--- src/arith_decode_map.svh ---
`ifndef ARITH_DECODE_MAP_SVH
`define ARITH_DECODE_MAP_SVH

// Segment-override prefixes
`define PFX_CODE_SEG 8'h2E
`define PFX_STACK_SEG 8'h36
`define PFX_DATA_SEG 8'h3E
`define PFX_EXTRA_SEG 8'h26

// Single-byte BCD adjusts
`define OP_UNP_SUM_ADJ 8'h37
`define OP_PKD_SUM_ADJ 8'h27
`define OP_UNP_DIFF_ADJ 8'h3F
`define OP_PKD_DIFF_ADJ 8'h2F

// Six-bit opcode heads (top six bits)
`define HEAD_SUM_RM 6'h00
`define HEAD_SUMC_RM 6'h04
`define HEAD_DIFF_RM 6'h0A
`define HEAD_DIFFB_RM 6'h06
`define HEAD_IMM_GRP 6'h20
// Seven-bit opcode heads (top seven bits)
`define HEAD7_SUM_ACC 7'h02
`define HEAD7_SUMC_ACC 7'h0A
`define HEAD7_DIFF_ACC 7'h16
`define HEAD7_DIFFB_ACC 7'h0E
`define HEAD7_UNARY_GRP 7'h7B

// Reg-field selectors in the group opcodes
`define REG_SUM 3'h0
`define REG_SUMC 3'h2
`define REG_DIFFB 3'h3
`define REG_DIFF 3'h5
`define REG_INVERT 3'h3
`define REG_PRODUCT 3'h4

// Clock counts
`define CLK_PREFIX 7'h02
`define CLK_RM_REG 7'h03
`define CLK_RM_MEM 7'h0A
`define CLK_IMM_REG 7'h04
`define CLK_IMM_MEM 7'h10
`define CLK_ACC_BYTE 7'h03
`define CLK_ACC_WORD 7'h04
`define CLK_UNP_SUM_ADJ 7'h08
`define CLK_PKD_ADJ 7'h04
`define CLK_UNP_DIFF_ADJ 7'h07
`define CLK_MUL_RB_MIN 7'h1A
`define CLK_MUL_RB_MAX 7'h1C
`define CLK_MUL_RW_MIN 7'h23
`define CLK_MUL_RW_MAX 7'h25
`define CLK_MUL_MB_MIN 7'h20
`define CLK_MUL_MB_MAX 7'h22
`define CLK_MUL_MW_MIN 7'h29
`define CLK_MUL_MW_MAX 7'h2B
`define CLK_NARROW_WORD_MEM 7'h04

`endif

--- src/arith_decode_pkg.sv ---
package arith_decode_pkg;

   typedef enum logic [3:0] {
      op_none_type_v = 4'h0,
      op_seg_prefix = 4'h1,
      op_sum = 4'h2,
      op_sum_with_carry = 4'h3,
      op_difference = 4'h4,
      op_difference_with_borrow = 4'h5,
      op_twos_complement_invert = 4'h6,
      op_unpacked_bcd_sum_adjust = 4'h7,
      op_packed_bcd_sum_adjust = 4'h8,
      op_unpacked_bcd_diff_adjust = 4'h9,
      op_packed_bcd_diff_adjust = 4'hA,
      op_unsigned_product = 4'hB
   } arith_op_type;

   typedef enum logic [1:0] {
      code_segment = 2'h0,
      stack_segment = 2'h1,
      data_segment = 2'h2,
      extra_segment = 2'h3
   } segment_type;

   typedef enum logic [1:0] {
      form_none = 2'h0,
      form_reg_rm = 2'h1,
      form_imm_rm = 2'h2,
      form_imm_acc = 2'h3
   } form_type;

endpackage : arith_decode_pkg

--- src/byte_link_if.sv ---
`timescale 1ns/100ps
// Carries one captured decode result from the byte sequencer to its timing stage
interface byte_link_if;
   import arith_decode_pkg::*;
   logic valid;
   arith_op_type op;
   form_type form;
   logic is_word;
   logic is_mem;
   logic dest_is_reg;
   logic [1:0] imm_bytes;
   logic sign_extend;
   segment_type segment;

   modport source (output valid, op, form, is_word, is_mem, dest_is_reg, imm_bytes,
      sign_extend, segment);
   modport sink (input valid, op, form, is_word, is_mem, dest_is_reg, imm_bytes,
      sign_extend, segment);
endinterface : byte_link_if

--- src/arith_opcode_decode.sv ---
`timescale 1ns/100ps
`include "arith_decode_map.svh"
// What this block does
// - Four segment prefixes, two clocks each
// - Sum register form 3/10, immediate reg 000
// - Carry sum forms; immediate 4/16 clocks
// - Difference forms 3/10, immediate reg 101
// - Borrow difference forms, immediate reg 011
// - Invert group reg 011, 3/10 clocks
// - Unpacked sum adjust opcode, 8 clocks
// - Packed sum adjust opcode, 4 clocks
// - Unpacked diff adjust opcode, 7 clocks
// - Packed diff adjust opcode, 4 clocks
// - Unsigned product reg 100, ranged clocks
// - Narrow bus adds 4 per word memory
module arith_opcode_decode
   import arith_decode_pkg::*;
#(
   parameter bit NARROW_BUS = 1'b0
)
(
   input wire logic core_clk,
   input wire logic arst_n,
   input wire logic byte_valid,
   input wire logic [7:0] byte_data,
   output logic byte_ready,
   output logic dec_valid,
   output arith_op_type dec_op,
   output form_type dec_form,
   output logic dec_word,
   output logic dec_mem,
   output logic dec_reg_is_dest,
   output logic [1:0] dec_imm_bytes,
   output logic dec_sign_extend,
   output segment_type dec_segment,
   output logic dec_seg_override,
   output logic [6:0] dec_clk_min,
   output logic [6:0] dec_clk_max,
   output logic dec_unknown
);

   // ---------------------------------------------------------------
   // Reset release
   // ---------------------------------------------------------------
   logic rst_meta;
   logic rst_n;

   // Async assert, synchronous release avoids recovery hazards
   always_ff @(posedge core_clk or negedge arst_n)
   begin
      if (!arst_n)
      begin
         rst_meta <= 1'b0;
         rst_n <= 1'b0;
      end
      else
      begin
         rst_meta <= 1'b1;
         rst_n <= rst_meta;
      end
   end

   // ---------------------------------------------------------------
   // Opcode classification
   // ---------------------------------------------------------------
   typedef enum logic [1:0] {
      st_opcode = 2'b01,
      st_modrm = 2'b10
   } phase_type;

   phase_type phase;
   logic [7:0] held_op;
   logic prefix_seen;
   segment_type prefix_seg;

   // Classify a leading byte; needs_modrm tells the sequencer to wait
   function automatic arith_op_type classify(input logic [7:0] b, output form_type f,
      output logic needs_modrm);
      arith_op_type o;
      o = op_none_type_v;
      f = form_none;
      needs_modrm = 1'b0;
      if (b == `PFX_CODE_SEG || b == `PFX_STACK_SEG || b == `PFX_DATA_SEG
         || b == `PFX_EXTRA_SEG)
         o = op_seg_prefix;
      else if (b == `OP_UNP_SUM_ADJ)
         o = op_unpacked_bcd_sum_adjust;
      else if (b == `OP_PKD_SUM_ADJ)
         o = op_packed_bcd_sum_adjust;
      else if (b == `OP_UNP_DIFF_ADJ)
         o = op_unpacked_bcd_diff_adjust;
      else if (b == `OP_PKD_DIFF_ADJ)
         o = op_packed_bcd_diff_adjust;
      else if (b[7:2] == `HEAD_SUM_RM)
      begin
         o = op_sum;
         f = form_reg_rm;
         needs_modrm = 1'b1;
      end
      else if (b[7:2] == `HEAD_SUMC_RM)
      begin
         o = op_sum_with_carry;
         f = form_reg_rm;
         needs_modrm = 1'b1;
      end
      else if (b[7:2] == `HEAD_DIFF_RM)
      begin
         o = op_difference;
         f = form_reg_rm;
         needs_modrm = 1'b1;
      end
      else if (b[7:2] == `HEAD_DIFFB_RM)
      begin
         o = op_difference_with_borrow;
         f = form_reg_rm;
         needs_modrm = 1'b1;
      end
      else if (b[7:1] == `HEAD7_SUM_ACC)
      begin
         o = op_sum;
         f = form_imm_acc;
      end
      else if (b[7:1] == `HEAD7_SUMC_ACC)
      begin
         o = op_sum_with_carry;
         f = form_imm_acc;
      end
      else if (b[7:1] == `HEAD7_DIFF_ACC)
      begin
         o = op_difference;
         f = form_imm_acc;
      end
      else if (b[7:1] == `HEAD7_DIFFB_ACC)
      begin
         o = op_difference_with_borrow;
         f = form_imm_acc;
      end
      else if (b[7:2] == `HEAD_IMM_GRP || b[7:1] == `HEAD7_UNARY_GRP)
         needs_modrm = 1'b1;
      return o;
   endfunction : classify

   // Resolve a group opcode by the reg field of its second byte
   function automatic arith_op_type group_op(input logic [7:0] op, input logic [2:0] r);
      arith_op_type o;
      o = op_none_type_v;
      if (op[7:2] == `HEAD_IMM_GRP)
      begin
         unique case (r)
            `REG_SUM: o = op_sum;
            `REG_SUMC: o = op_sum_with_carry;
            `REG_DIFF: o = op_difference;
            `REG_DIFFB: o = op_difference_with_borrow;
            default: o = op_none_type_v;
         endcase
      end
      else if (op[7:1] == `HEAD7_UNARY_GRP)
      begin
         if (r == `REG_INVERT)
            o = op_twos_complement_invert;
         else if (r == `REG_PRODUCT)
            o = op_unsigned_product;
      end
      return o;
   endfunction : group_op

   // ---------------------------------------------------------------
   // Byte sequencer
   // ---------------------------------------------------------------
   arith_op_type lead_op;
   form_type lead_form;
   logic lead_modrm;
   arith_op_type grp_op;
   logic take;

   // The decoder never stalls the queue; one byte per cycle is accepted
   assign byte_ready = 1'b1;
   assign take = byte_valid && byte_ready;

   always_comb
   begin
      lead_op = classify(byte_data, lead_form, lead_modrm);
      grp_op = group_op(held_op, byte_data[5:3]);
   end

   byte_link_if link ();

   // Phase walks opcode then mod-reg-r/m
   always_ff @(posedge core_clk or negedge rst_n)
   begin
      if (!rst_n)
      begin
         phase <= st_opcode;
         held_op <= 8'h00;
      end
      else if (take)
      begin
         unique case (phase)
            st_opcode:
            begin
               held_op <= byte_data;
               if (lead_modrm)
                  phase <= st_modrm;
            end
            st_modrm: phase <= st_opcode;
            default: phase <= st_opcode;
         endcase
      end
   end

   // A prefix is remembered until the instruction it qualifies is decoded
   always_ff @(posedge core_clk or negedge rst_n)
   begin
      if (!rst_n)
      begin
         prefix_seen <= 1'b0;
         prefix_seg <= data_segment;
      end
      else if (take && phase == st_opcode && lead_op == op_seg_prefix)
      begin
         prefix_seen <= 1'b1;
         unique case (byte_data)
            `PFX_CODE_SEG: prefix_seg <= code_segment;
            `PFX_STACK_SEG: prefix_seg <= stack_segment;
            `PFX_DATA_SEG: prefix_seg <= data_segment;
            default: prefix_seg <= extra_segment;
         endcase
      end
      else if (link.valid && link.op != op_seg_prefix)
         prefix_seen <= 1'b0;
   end

   // Fields for the timing stage
   always_ff @(posedge core_clk or negedge rst_n)
   begin
      if (!rst_n)
      begin
         link.valid <= 1'b0;
         link.op <= op_none_type_v;
         link.form <= form_none;
         link.is_word <= 1'b0;
         link.is_mem <= 1'b0;
         link.dest_is_reg <= 1'b0;
         link.imm_bytes <= 2'h0;
         link.sign_extend <= 1'b0;
         link.segment <= data_segment;
         dec_unknown <= 1'b0;
      end
      else
      begin
         link.valid <= 1'b0;
         dec_unknown <= 1'b0;
         if (take && phase == st_opcode && !lead_modrm)
         begin
            link.valid <= (lead_op != op_none_type_v);
            dec_unknown <= (lead_op == op_none_type_v);
            link.op <= lead_op;
            link.form <= lead_form;
            link.is_word <= (lead_form == form_imm_acc) && byte_data[0];
            link.is_mem <= 1'b0;
            link.dest_is_reg <= 1'b0;
            link.imm_bytes <= (lead_form == form_imm_acc) ? {byte_data[0], !byte_data[0]}
               : 2'h0;
            link.sign_extend <= 1'b0;
         end
         else if (take && phase == st_modrm)
         begin
            link.is_word <= held_op[0];
            link.is_mem <= (byte_data[7:6] != 2'b11);
            link.dest_is_reg <= (held_op[7:2] != `HEAD_IMM_GRP) && held_op[1];
            if (held_op[7:2] == `HEAD_IMM_GRP || held_op[7:1] == `HEAD7_UNARY_GRP)
            begin
               link.valid <= (grp_op != op_none_type_v);
               dec_unknown <= (grp_op == op_none_type_v);
               link.op <= grp_op;
               link.form <= (held_op[7:2] == `HEAD_IMM_GRP) ? form_imm_rm : form_reg_rm;
               // No data bytes for the unary group; two only when w=1 and s does not sign-extend a single byte, one byte otherwise
               link.imm_bytes <= (held_op[7:2] != `HEAD_IMM_GRP) ? 2'h0
                  : (held_op[1:0] == 2'b01) ? 2'h2 : 2'h1;
               link.sign_extend <= (held_op[7:2] == `HEAD_IMM_GRP) && (held_op[1:0] == 2'b11);
            end
            else
            begin
               link.valid <= 1'b1;
               link.op <= classify_op(held_op);
               link.form <= form_reg_rm;
               link.imm_bytes <= 2'h0;
               link.sign_extend <= 1'b0;
            end
         end
         link.segment <= prefix_seg;
      end
   end

   // Plain op lookup for a held reg-rm opcode
   function automatic arith_op_type classify_op(input logic [7:0] b);
      form_type f;
      logic m;
      return classify(b, f, m);
   endfunction : classify_op

   // ---------------------------------------------------------------
   // Timing stage and outputs
   // ---------------------------------------------------------------
   clock_cost #(
      .NARROW_BUS(NARROW_BUS)
   ) u_cost (
      .core_clk(core_clk),
      .rst_n(rst_n),
      .link(link),
      .cost_valid(dec_valid),
      .cost_min(dec_clk_min),
      .cost_max(dec_clk_max)
   );

   // Decode fields are held alongside the cost so both appear together
   always_ff @(posedge core_clk or negedge rst_n)
   begin
      if (!rst_n)
      begin
         dec_op <= op_none_type_v;
         dec_form <= form_none;
         dec_word <= 1'b0;
         dec_mem <= 1'b0;
         dec_reg_is_dest <= 1'b0;
         dec_imm_bytes <= 2'h0;
         dec_sign_extend <= 1'b0;
         dec_segment <= data_segment;
         dec_seg_override <= 1'b0;
      end
      else if (link.valid)
      begin
         dec_op <= link.op;
         dec_form <= link.form;
         dec_word <= link.is_word;
         dec_mem <= link.is_mem;
         dec_reg_is_dest <= link.dest_is_reg;
         dec_imm_bytes <= link.imm_bytes;
         dec_sign_extend <= link.sign_extend;
         // A prefix reports the segment it has just selected
         dec_segment <= (link.op == op_seg_prefix) ? prefix_seg : link.segment;
         dec_seg_override <= (link.op == op_seg_prefix) || prefix_seen;
      end
   end

endmodule : arith_opcode_decode

--- src/clock_cost.sv ---
`timescale 1ns/100ps
`include "arith_decode_map.svh"
// Turns a decoded operation into its execution clock range
module clock_cost
   import arith_decode_pkg::*;
#(
   parameter bit NARROW_BUS = 1'b0
)
(
   input wire logic core_clk,
   input wire logic rst_n,
   byte_link_if.sink link,
   output logic cost_valid,
   output logic [6:0] cost_min,
   output logic [6:0] cost_max
);

   logic [6:0] next_min;
   logic [6:0] next_max;
   logic [6:0] extra;

   // Narrow bus pays for each extra byte of a word memory transfer
   assign extra = (NARROW_BUS && link.is_word && link.is_mem) ? `CLK_NARROW_WORD_MEM : 7'h00;

   // Table lookup of clock counts
   always_comb
   begin
      next_min = 7'h00;
      next_max = 7'h00;
      unique case (link.op)
         op_seg_prefix:
         begin
            next_min = `CLK_PREFIX;
            next_max = `CLK_PREFIX;
         end
         op_sum, op_sum_with_carry, op_difference, op_difference_with_borrow:
         begin
            if (link.form == form_imm_acc)
               next_min = link.is_word ? `CLK_ACC_WORD : `CLK_ACC_BYTE;
            else if (link.form == form_imm_rm)
               next_min = link.is_mem ? `CLK_IMM_MEM : `CLK_IMM_REG;
            else
               next_min = link.is_mem ? `CLK_RM_MEM : `CLK_RM_REG;
            next_max = next_min;
         end
         op_twos_complement_invert:
         begin
            next_min = link.is_mem ? `CLK_RM_MEM : `CLK_RM_REG;
            next_max = next_min;
         end
         op_unpacked_bcd_sum_adjust:
         begin
            next_min = `CLK_UNP_SUM_ADJ;
            next_max = next_min;
         end
         op_packed_bcd_sum_adjust, op_packed_bcd_diff_adjust:
         begin
            next_min = `CLK_PKD_ADJ;
            next_max = next_min;
         end
         op_unpacked_bcd_diff_adjust:
         begin
            next_min = `CLK_UNP_DIFF_ADJ;
            next_max = next_min;
         end
         op_unsigned_product:
         begin
            if (link.is_mem)
            begin
               next_min = link.is_word ? `CLK_MUL_MW_MIN : `CLK_MUL_MB_MIN;
               next_max = link.is_word ? `CLK_MUL_MW_MAX : `CLK_MUL_MB_MAX;
            end
            else
            begin
               next_min = link.is_word ? `CLK_MUL_RW_MIN : `CLK_MUL_RB_MIN;
               next_max = link.is_word ? `CLK_MUL_RW_MAX : `CLK_MUL_RB_MAX;
            end
         end
         default:
         begin
            next_min = 7'h00;
            next_max = 7'h00;
         end
      endcase
   end

   // Registered cost, one cycle behind the decode
   always_ff @(posedge core_clk or negedge rst_n)
   begin
      if (!rst_n)
      begin
         cost_valid <= 1'b0;
         cost_min <= 7'h00;
         cost_max <= 7'h00;
      end
      else
      begin
         cost_valid <= link.valid;
         cost_min <= next_min + extra;
         cost_max <= next_max + extra;
      end
   end

endmodule : clock_cost

--- config.mk ---
export PLATFORM = sky130hd
export DESIGN_NAME = arith_opcode_decode
export DESIGN_NICKNAME = d
export VERILOG_FILES = /design/src/arith_decode_pkg.sv /design/src/byte_link_if.sv /design/src/arith_opcode_decode.sv /design/src/clock_cost.sv
export VERILOG_INCLUDE_DIRS = /design/src /design/src/src
export SDC_FILE = /design/constraint.sdc
export NUM_CORES = 1
export LEC_CHECK = 0
export ABC_AREA = 1
export ABC_CLOCK_PERIOD_IN_PS = 1900
export BUFFER_PORTS_ARGS = -buffer_cell sky130_fd_sc_hd__buf_2
export CAP_MARGIN = 10
export CORE_UTILIZATION = 30
export DETAILED_ROUTE_END_ITERATION = 8
export GPL_TIMING_DRIVEN = 1
export PLACE_DENSITY = 0.46
export SYNTH_ARGS = -nofsm -noshare
export SYNTH_HDL_FRONTEND = slang
export SYNTH_SLANG_ARGS = --single-unit
export TNS_END_PERCENT = 5
--- constraint.sdc ---
create_clock -name core_clk -period 1.9 [get_ports core_clk]
set_input_delay 0.19 -clock core_clk [delete_from_list [all_inputs] [get_ports core_clk]]
set_output_delay 0.19 -clock core_clk [all_outputs]
set_load 0.05 [all_outputs]
==> metrics.yaml, run 1 <==
fin_nets: 469
seqPwrFrac: 0.417
ys_async_sr_fraction: 1.00
p_sw_mw: 2.12
fin_total_pwr_mw: 4.38
post_cts_buffers: 0
num_antenna_cells: 0
die-area_mm2: 0.0106
syn_inst: 419
io_buffer_count: 39
fmax_mhz: 622
hold_violations: 0
drt_iter0_drc: 82
yosys.area.top_type_share: 0.417
worst_slack_ns: 0.291
slowest_delay_ns: 0.57
cts_buffer_depth: 2
insertion_delay_ns: 0.32
dpl_worst_slack_ns: 0.307
swShare: 0.484
post_drt_wl_per_cell_um: 12.7
ys_top_cells_by_area: "dfrtp_1, nand2_1, nor2_1, nand3_1, inv_1"
cts_hold_buf: 1
leakagePower_nw: 1.84
grt_pass1_wl_mm: 12.5
cts_tree: "yes"
post_cts_resized: 0
path_common_cell: "nand2_1"
ant_nets: 0
fin_hold_ws_ns: 0.174
final_max_slew_viol_count: 0
crit_type: "reg2reg"
core_area_mm2: 0.00982
synth_flop_cell: "dfrtp_1"
boundaryPins: 43
grt_max_degree: 35
ys_seq_area_frac: 0.452
maxCapViolations: 0
drc_errors: 0
crit_slowest_cell: "dfstp_2"
synth_mux_area_frac: 0
worstSetupEndpointType: "flip-flop"
largest_reg_flops: 8
worstHoldPathType: "in2async"
period_minus_slack_ns: 1.61
first_global_vias: 2625
cellPowerDensity_mw_per_mm2: 1270
top_regs: "held_op (8), u_cost.cost_max (5)"
design_area_mm2: 0.00346
antenna_found_initial: 0
worst_pin_slew_ns: 0.558
synthSimpleGateAreaFrac: 0.365
status: "finished clean"
place_congestion: 0.847
p_comb_frac: 0.428
vias: 2724
synth_top_family_by_area: "simple AND/OR/NAND/NOR gates"
dp_hpwl_mm: 5.79
regMostFlops: "held_op"
power.internal_mw: 2.26
critPathRequiredTime_ns: 2.10
track_usage: 0.153
start_kind: "flip-flop"
syn_to_final_growth_pct: 13.2
power.clock.fraction: 0.155
synth_compound_area_frac: 0.0810
numClockSinks: 55
crit_family: "simple AND/OR/NAND/NOR gates"
ctsHtreeMaxLevel: 2
finClkSkew_ns: 0.00719
yosysTopAreaCell: "dfrtp_1"
worstPathArrival_ns: 1.81
syn-cell-area_mm2: 0.00306
syn_area_per_cell_um2: 7.30
rsz0062_at_grt: "false"
postPlaceCellArea_mm2: 0.00336
routed_wl_mm: 7.51
clkSlewWorstSetupHoldPaths_ns: 0.10
rows: 36
ys_ff_latch: 55
met3_usage: 0.0271
synth_cell_type_count: 32
fillers: 1103
start_util: 0.311
die_w_um: 103
worst_slew_margin_rel: 0.627
drt_pass1_iterations: 4
cts_made_buffers: 5
overflow: 0
grt-busiest-layer: "met2"
tns_ns: 0
setup_viol: 0
met2_usage: 0.251
synth_edf_count: 0
post_drt_via_cell_ratio: 4.62
r2r_setup_slack_ns: 0.29
layout-drive-gt1-share: 0.177
post-route-period-util: 0.847
ys_warn_count: 0
die_h_um: 103
use_met1: 0.203
path_buf_inv: 3
synthXorXnorAreaFrac: 0
ir_worst_vdd_v: 0.000552
synth_fa_ha_area_frac: 0.00818
root_buffer: "clkbuf_8"
crit_fanout: 12
crit_chain: "inv_2 > nor2_2 > nand2_2 > inv_2 > nand3_4 > nand2_1 > inv_1 > nand2_1 > nand2_1"
[power groups by stage]
stage / sequential, mW / combinational (mW) / clock (mW)
6_report: 1.83 / 1.88 / 0.680
5_1_grt: 1.89 / 2.09 / 0.770
4_1_cts: 1.83 / 1.89 / 0.725
3_5_place_dp: 1.85 / 1.88 / 0
3_3_place_gp: 1.85 / 1.89 / 0
2_1_floorplan: 2.32 / 0.971 / 0
[layer usage]
| metal | part of all wire | vias to the layer above |
|---|---|---|
| met3 | 0.044 | 9 |
| met5 | 0 | - |
| li1 | - | 1393 |
| met1 | 0.49 | 1261 |
| met4 | 0.014 | 0 |
| met2 | 0.45 | 61 |
[cell usage in the layout, fill, tap and decap left out, types with 6 or more instances in the layout]
cell type  Yosys  layout
dfrtp_1       51      50
nand3_1       34      34
o21ai_0       26      26
nor2_1        59      59
a21oi_1        7       7
inv_1         38      38
nor2_2         6       6
buf_2          1      39
nand2_1      128     128
nand4_1        7       7
nor3_1         6       6
inv_2          8       8
[stage by stage]
stage                      util  instances
after global routing      0.353        590
after detailed placement  0.342        581
after floorplan               -        421
final                     0.353        590
after global placement    0.342        581
after CTS                 0.353        590
[Yosys cell counts, drive strengths merged (2+ instances only)]
| library cell | number |
|---|---|
| clkbuf | 4 |
| ha | 2 |
| dfrtp | 51 |
| dfstp | 4 |
| o31ai | 2 |
| buf | 11 |
| nand2 | 133 |
| o211ai | 2 |
| nand4 | 7 |
| nor3 | 7 |
| nand3 | 37 |
| o22ai | 3 |
| a21oi | 7 |
| conb | 2 |
| o21ai | 26 |
| nor2 | 68 |
| nand3b | 2 |
| inv | 46 |
[cells by family (layout without fill, tap and decap cells)]
group	Yosys count	after routing
adder cells (fa/ha/maj)	2	2
other	2	4
flip-flops	55	55
AO/OA/AOI/OAI	44	44
buffers and inverters	62	98
AND/OR/NAND/NOR	254	254
[worst register-to-register path: cells and delay by family (launching register included)]
kind | cells | cell delay [ns]
buffers and inverters | 3 | 0.26
flip-flops | 1 | 0.57
AND/OR/NAND/NOR | 6 | 0.68
[area by class of cell]
class                           instances  area (µm²)  share of cell area
Clock inverter                          3        22.5             0.00651
Inverter                               47         176              0.0510
Clock buffer                            5        68.8              0.0199
Timing Repair Buffer                   43         240              0.0694
Tap cell                              133         166              0.0481
Sequential cell                        55        1380               0.399
Multi-Input combinational cell        304        1410               0.406
[path summary, 6_finish.rpt]
path / from / depth (start not counted) / to
setup / recovery: phase[0] / 9 / link.op[3]
hold / removal: arst_n / 2 / rst_n
setup reg to reg: phase[0] / 9 / link.op[3]
hold reg to reg: rst_n / 0 / dec_sign_extend
max in group asynchronous: rst_n / 1 / phase[0]
min in group core_clk: byte_data[7] / 3 / held_op[7]
Power figures use the tool's default switching activity.
==> inputs of run 2 (changes only) <==
ABC_CLOCK_PERIOD_IN_PS = 1300   (was 1900)
PLACE_DENSITY = 0.48   (was 0.46)
clock period = 1.3 ns   (was 1.9 ns; I/O delays follow)
==> run 2 against run 1 <==
  * The flow now finishes with violations (setup timing)
  * Clock skew is 0.0042 ns higher
  * Non-clock buffer count rose by 73
  * Worst hold slack got worse by 0.072 ns
  * Sequential power increased by 43%
  * Sequential share of layout area fell by 6.9 points
  * Combinational power grew 100%
  * Clock power rose by 74%
  * Largest power group unchanged
  * Count of clock-buffer cells in the layout stayed put
==> metrics.yaml, run 2 (same netlist as run 1, synthesis figures left out) <==
status: "complete, but fails checks"
failed_checks: "setup timing"
boundaryPins: 43  # unchanged
post_drt_via_cell_ratio: 4.46  # -3.4%
syn_to_final_growth_pct: 36.9
final_common_cell: "nand2_1"
reg2reg_from: "phase[0]"
fin_hold_ws_ns: 0.102  # -0.0715 ns
regMostFlops: "held_op"
die-area_mm2: 0.0106  # unchanged
num_antenna_cells: 0  # unchanged
cts_buffer_depth: 2  # unchanged
worstPathArrival_ns: 1.66  # -0.15 ns
top_regs: "held_op (8), u_cost.cost_max (5)"
cts_made_buffers: 5  # unchanged
worst_slack_ns: -0.110  # -0.401 ns
drt_pass1_iterations: 5  # +1
drc_errors: 0  # unchanged
final_max_slew_viol_count: 0  # unchanged
antenna_found_initial: 0  # unchanged
rows: 36  # unchanged
post_drt_wl_per_cell_um: 12.0  # -6.0%
reg2regPathDepth: 9  # unchanged
ctsHtreeMaxLevel: 2  # unchanged
power.internal_mw: 4.22  # +87%
fillers: 1069  # -3.1%
clkSlewWorstSetupHoldPaths_ns: 0.11  # about the same
p_comb_frac: 0.497  # +0.069
cellPowerDensity_mw_per_mm2: 1810  # +43%
critPathRequiredTime_ns: 1.55  # -0.55 ns
layout-drive-gt1-share: 0.349  # +0.172
place_congestion: 0.848  # +0.15%
crit_family: "flip-flops"
seqPwrFrac: 0.347  # -0.070
fin_nets: 542  # +16%
grt_max_degree: 22  # -37%
numClockSinks: 55  # unchanged
crit_type: "reg2reg"
setup_viol: 15  # +15
mostFrequentLayoutCells: "nand2_1, buf_4, nor2_1"
largest_reg_flops: 8  # unchanged
core_area_mm2: 0.00982  # unchanged
post-route-period-util: 1.08  # +0.238
first_global_vias: 2843  # +8.3%
crit_chain: "inv_2 > nor2_4 > nand2_2 > inv_2 > nand3_4 > buf_6 > nand3_2 > nand2_2 > nor2_2"
r2r_end: "link.op[1]"
slowest_delay_ns: 0.55  # -0.02 ns
worstHoldPathType: "in2async"
rsz0062_at_grt: "true"
leakagePower_nw: 2.25  # +22%
die_w_um: 103  # unchanged
swShare: 0.442  # -0.0422
io_buffer_count: 39  # unchanged
path_buf_inv: 3  # unchanged
period_minus_slack_ns: 1.41  # -0.199 ns
track_usage: 0.162  # +0.00882
start_kind: "flip-flop"
grt_pass1_wl_mm: 13.2  # +6.0%
vias: 2958  # +8.6%
cts_tree: "yes"
crit_slowest_cell: "dfstp_2"
r2r_setup_slack_ns: -0.11  # -0.40 ns
ir_worst_vdd_v: 0.000727  # +32%
power.clock.fraction: 0.156  # about the same
drt_iter0_drc: 102  # +24%
dp_hpwl_mm: 6.48  # +12%
overflow: 0  # unchanged
crit_fanout: 7  # -5
ant_nets: 0  # unchanged
fin_util: 0.426  # +0.0738
insertion_delay_ns: 0.32  # about the same
maxCapViolations: 0  # unchanged
worstSetupEndpointType: "flip-flop"
fmax_mhz: 709  # +14%
root_buffer: "clkbuf_8"
hold_violations: 0  # unchanged
p_sw_mw: 3.34  # +57%
start_util: 0.311  # unchanged
finClkSkew_ns: 0.0114  # +0.00425 ns
routed_wl_mm: 7.94  # +5.7%
die_h_um: 103  # unchanged
run 2: worst reg2reg max path, cell delays in order, from the launching register on:
cell     delay (ns)
dfstp_2        0.55
inv_2          0.05
nor2_4         0.10
nand2_2        0.07
inv_2          0.08
nand3_4        0.14
buf_6          0.18
nand3_2        0.06
nand2_2        0.05
nor2_2         0.06
run 2: worst max path at each step:
stage,start,to,cells after the start
2_1_floorplan,phase[0],link.is_word,10
3_3_place_gp,held_op[3],dec_unknown,8
3_5_place_dp,phase[0],link.op[2],8
4_1_cts,phase[0],dec_unknown,9
5_1_grt,phase[0],link.op[0],8
6_report,phase[0],link.op[1],9
run 2: cell type report:
type,count,area (µm²),area share
well taps,133,166,0.0397
clock buffers,5,68.8,0.0164
multi-input cells,304,1510,0.360
flip-flops and latches,55,1380,0.331
inverters,47,181,0.0433
clock inverters,3,46.3,0.0111
repair buffers,116,833,0.199
run 2: metal layers:
| layer | track usage | share of wire |
|---|---|---|
| met1 | 0.209 | 0.49 |
| met4 | 0.0509 | 0.021 |
| met3 | 0.0271 | 0.032 |
| met5 | 0 | 0 |
| met2 | 0.275 | 0.46 |
run 2: power groups by stage:
stage          Clock (mW)  Sequential [mW]  Combinational (mW)
6_report             1.18             2.62                3.76
5_1_grt              1.27             2.70                4.16
4_1_cts              1.22             2.60                3.52
3_5_place_dp            0             2.64                3.47
3_3_place_gp            0             2.62                3.45
2_1_floorplan           0             3.39                1.42
run 2: per-stage QoR:
step | worst slack, ns | power (mW) | TNS, ns | instance area [µm²] | cells
final | -0.110 | 7.56 | -0.999 | 4190 | 663
after global routing | -0.184 | 8.13 | -2.45 | 4190 | 663
after CTS | -0.0822 | 7.34 | -0.693 | 4040 | 657
after detailed placement | -0.107 | 6.11 | -1.39 | 3890 | 647
after global placement | -0.0956 | 6.07 | -1.13 | 3890 | 647
after floorplan | -0.151 | 4.80 | -1.26 | 3070 | 421
run 2: what timing repair did:
item                                    4_1_cts  5_1_grt
endpoints found under the hold margin         2        0
pin swaps                                     1        9
setup buffers                                 1        6
resized for setup                             5       36
endpoints found under the setup margin       20       30
hold buffers                                  1        0
==> inputs of run 3 (changes only) <==
--- a/config.mk
+++ b/config.mk
@@ -11,8 +11,8 @@
 export BUFFER_PORTS_ARGS = -buffer_cell sky130_fd_sc_hd__buf_2
 export CAP_MARGIN = 10
-export CORE_UTILIZATION = 30
+export CORE_UTILIZATION = 52
 export DETAILED_ROUTE_END_ITERATION = 8
 export GPL_TIMING_DRIVEN = 1
-export PLACE_DENSITY = 0.48
+export PLACE_DENSITY = 0.75
 export SYNTH_ARGS = -nofsm -noshare
 export SYNTH_HDL_FRONTEND = slang
==> constraint.sdc (replaced) <==
create_clock -name core_clk -period 1.3 [get_ports core_clk]
set_input_delay 0.13 -clock core_clk [delete_from_list [all_inputs] [get_ports core_clk]]
set_output_delay 0.13 -clock core_clk [all_outputs]
set_load 0.02 [all_outputs]
==> run 3 against run 2 <==
  * The flow still finishes with violations (setup timing)
  * Worst setup slack gained 0.026 ns
  * Die area down 42%
  * Final area decreased by 6.1%
  * Clock skew fell by 0.0030 ns
==> metrics.yaml, run 3 (same netlist as run 1, synthesis figures left out) <==
status: "complete, but fails checks"
failed_checks: "setup timing"
ctsHtreeMaxLevel: 2  # unchanged
crit_fanout: 7  # unchanged
post-route-period-util: 1.06  # -0.0202
design_area_mm2: 0.00393  # -6.1%
insertion_delay_ns: 0.31  # about the same
antenna_found_initial: 0  # unchanged
io_buffer_count: 39  # unchanged
dp_hpwl_mm: 5.54  # -14%
core_area_mm2: 0.00557  # -43%
crit_type: "reg2reg"
grt_max_degree: 54  # +150%
fin_total_pwr_mw: 6.60  # -13%
cts_buffer_depth: 2  # unchanged
start_kind: "flip-flop"
rows: 27  # -25%
worstHoldPathType: "in2async"
drc_errors: 0  # unchanged
worstSetupEndpointType: "flip-flop"
ir_worst_vdd_v: 0.00105  # +44%
cts_tree: "yes"
start_util: 0.549  # +0.237
worstPathArrival_ns: 1.59  # -0.07 ns
regMostFlops: "held_op"
vias: 2980  # +0.74%
overflow: 0  # unchanged
worst_slack_ns: -0.0837  # +0.0262 ns
fillers: 474  # -56%
final_common_cell: "nand2_1"
final_max_slew_viol_count: 0  # unchanged
postPlaceCellArea_mm2: 0.00372  # -4.5%
die_w_um: 78.7  # -24%
period_minus_slack_ns: 1.38  # -0.0262 ns
ant_nets: 0  # unchanged
post_drt_wl_per_cell_um: 12.2  # +2.3%
routed_wl_mm: 7.20  # -9.2%
setup_viol: 12  # -3
top_regs: "held_op (8), u_cost.cost_max (5)"
die_h_um: 78.7  # -24%
fin_hold_ws_ns: 0.126  # +0.0240 ns
rsz0062_at_grt: "true"
grt_pass1_wl_mm: 12.1  # -8.6%
mostFrequentLayoutCells: "nand2_1, buf_4, nor2_1"
fin_nets: 528  # -2.6%
maxCapViolations: 0  # unchanged
largest_reg_flops: 8  # unchanged
first_global_vias: 2790  # -1.9%
leakagePower_nw: 2.14  # -4.7%
clkSlewWorstSetupHoldPaths_ns: 0.10  # about the same
cellPowerDensity_mw_per_mm2: 1680  # -7.1%
critPathRequiredTime_ns: 1.51  # -0.04 ns
finClkSkew_ns: 0.00842  # -0.00302 ns
layout-drive-gt1-share: 0.312  # -0.0370
hold_violations: 0  # unchanged
place_congestion: 0.913  # +7.7%
fmax_mhz: 723  # +1.9%
track_usage: 0.250  # +0.0883
die-area_mm2: 0.00619  # -42%
fin_util: 0.705  # +0.279
drt_pass1_iterations: 4  # -1
num_antenna_cells: 0  # unchanged
post_drt_via_cell_ratio: 5.07  # +14%
numClockSinks: 55  # unchanged
cts_made_buffers: 5  # unchanged
drt_iter0_drc: 123  # +21%
root_buffer: "clkbuf_8"
boundaryPins: 43  # unchanged
syn_to_final_growth_pct: 28.6
==> run 3: cell count changes in the layout (fill, tap and decap cells not counted), sizes merged <==
cell	change
bufinv	-1
clkinvlp	-1
clkinv	+2
buf	-14
==> run 3: layout make-up <==
class                      instances  area [µm²]  area share
sequential                        55        1390       0.352
clock inverter                     3        22.5     0.00573
inverter                          47         179      0.0455
multi-input combinational        304        1470       0.374
clock buffer                       5        68.8      0.0175
timing repair buffer             102         716       0.182
tap                               72        90.1      0.0229
==> run 3: where the power goes <==
| group | internal, mW | switching, mW |
|---|---|---|
| clock | 0.387 | 0.577 |
| sequential | 2.24 | 0.393 |
| combinational | 1.27 | 1.73 |
| total | 3.89 | 2.70 |
==> run 3: critical path: stages, from the launching register on <==
cell and delay (ns):
dfstp_2 0.55, inv_2 0.05, nor2_4 0.08, nand2_2 0.07, inv_2 0.08, nand3_4 0.13
nand2_2 0.13, inv_1 0.08, nand2_1 0.07, nand2_1 0.06
==> run 3: per-stage QoR <==
step                      setup TNS [ns]  setup WS, ns  instances
after floorplan                    -1.26        -0.151        421
after global placement            -0.896        -0.106        576
after detailed placement           -1.51        -0.131        576
after CTS                          -1.10        -0.104        587
after global routing               -1.95        -0.161        588
final                             -0.625       -0.0837        588
==> run 3: path summary, 6_finish.rpt <==
kind                              start            endpoint  cells past startpoint  slack [ns]
min                              arst_n               rst_n                      2        0.13
min in group core_clk      byte_data[2]          held_op[2]                      3        0.16
max                            phase[0]        link.is_word                      9       -0.08
min reg2reg                       rst_n  u_cost.cost_max[2]                      1        0.26
max in group asynchronous         rst_n            phase[0]                      1        0.74
max reg2reg                    phase[0]        link.is_word                      9       -0.08
==> run 3: timing repair <==
item,4_1_cts,5_1_grt
hold buffers,1,0
pin swaps,1,1
buffers inserted,2,1
resized for setup,9,23
endpoints found under the hold margin,2,0
endpoints found under the setup margin,18,25
==> run 3: per-layer routing <==
layer	global-route usage	share of wire	vias to the layer above
li1	-	-	1516
met1	0.312	0.44	1375
met2	0.425	0.49	75
met3	0.0395	0.043	14
met4	0.109	0.024	0
met5	0	0	-
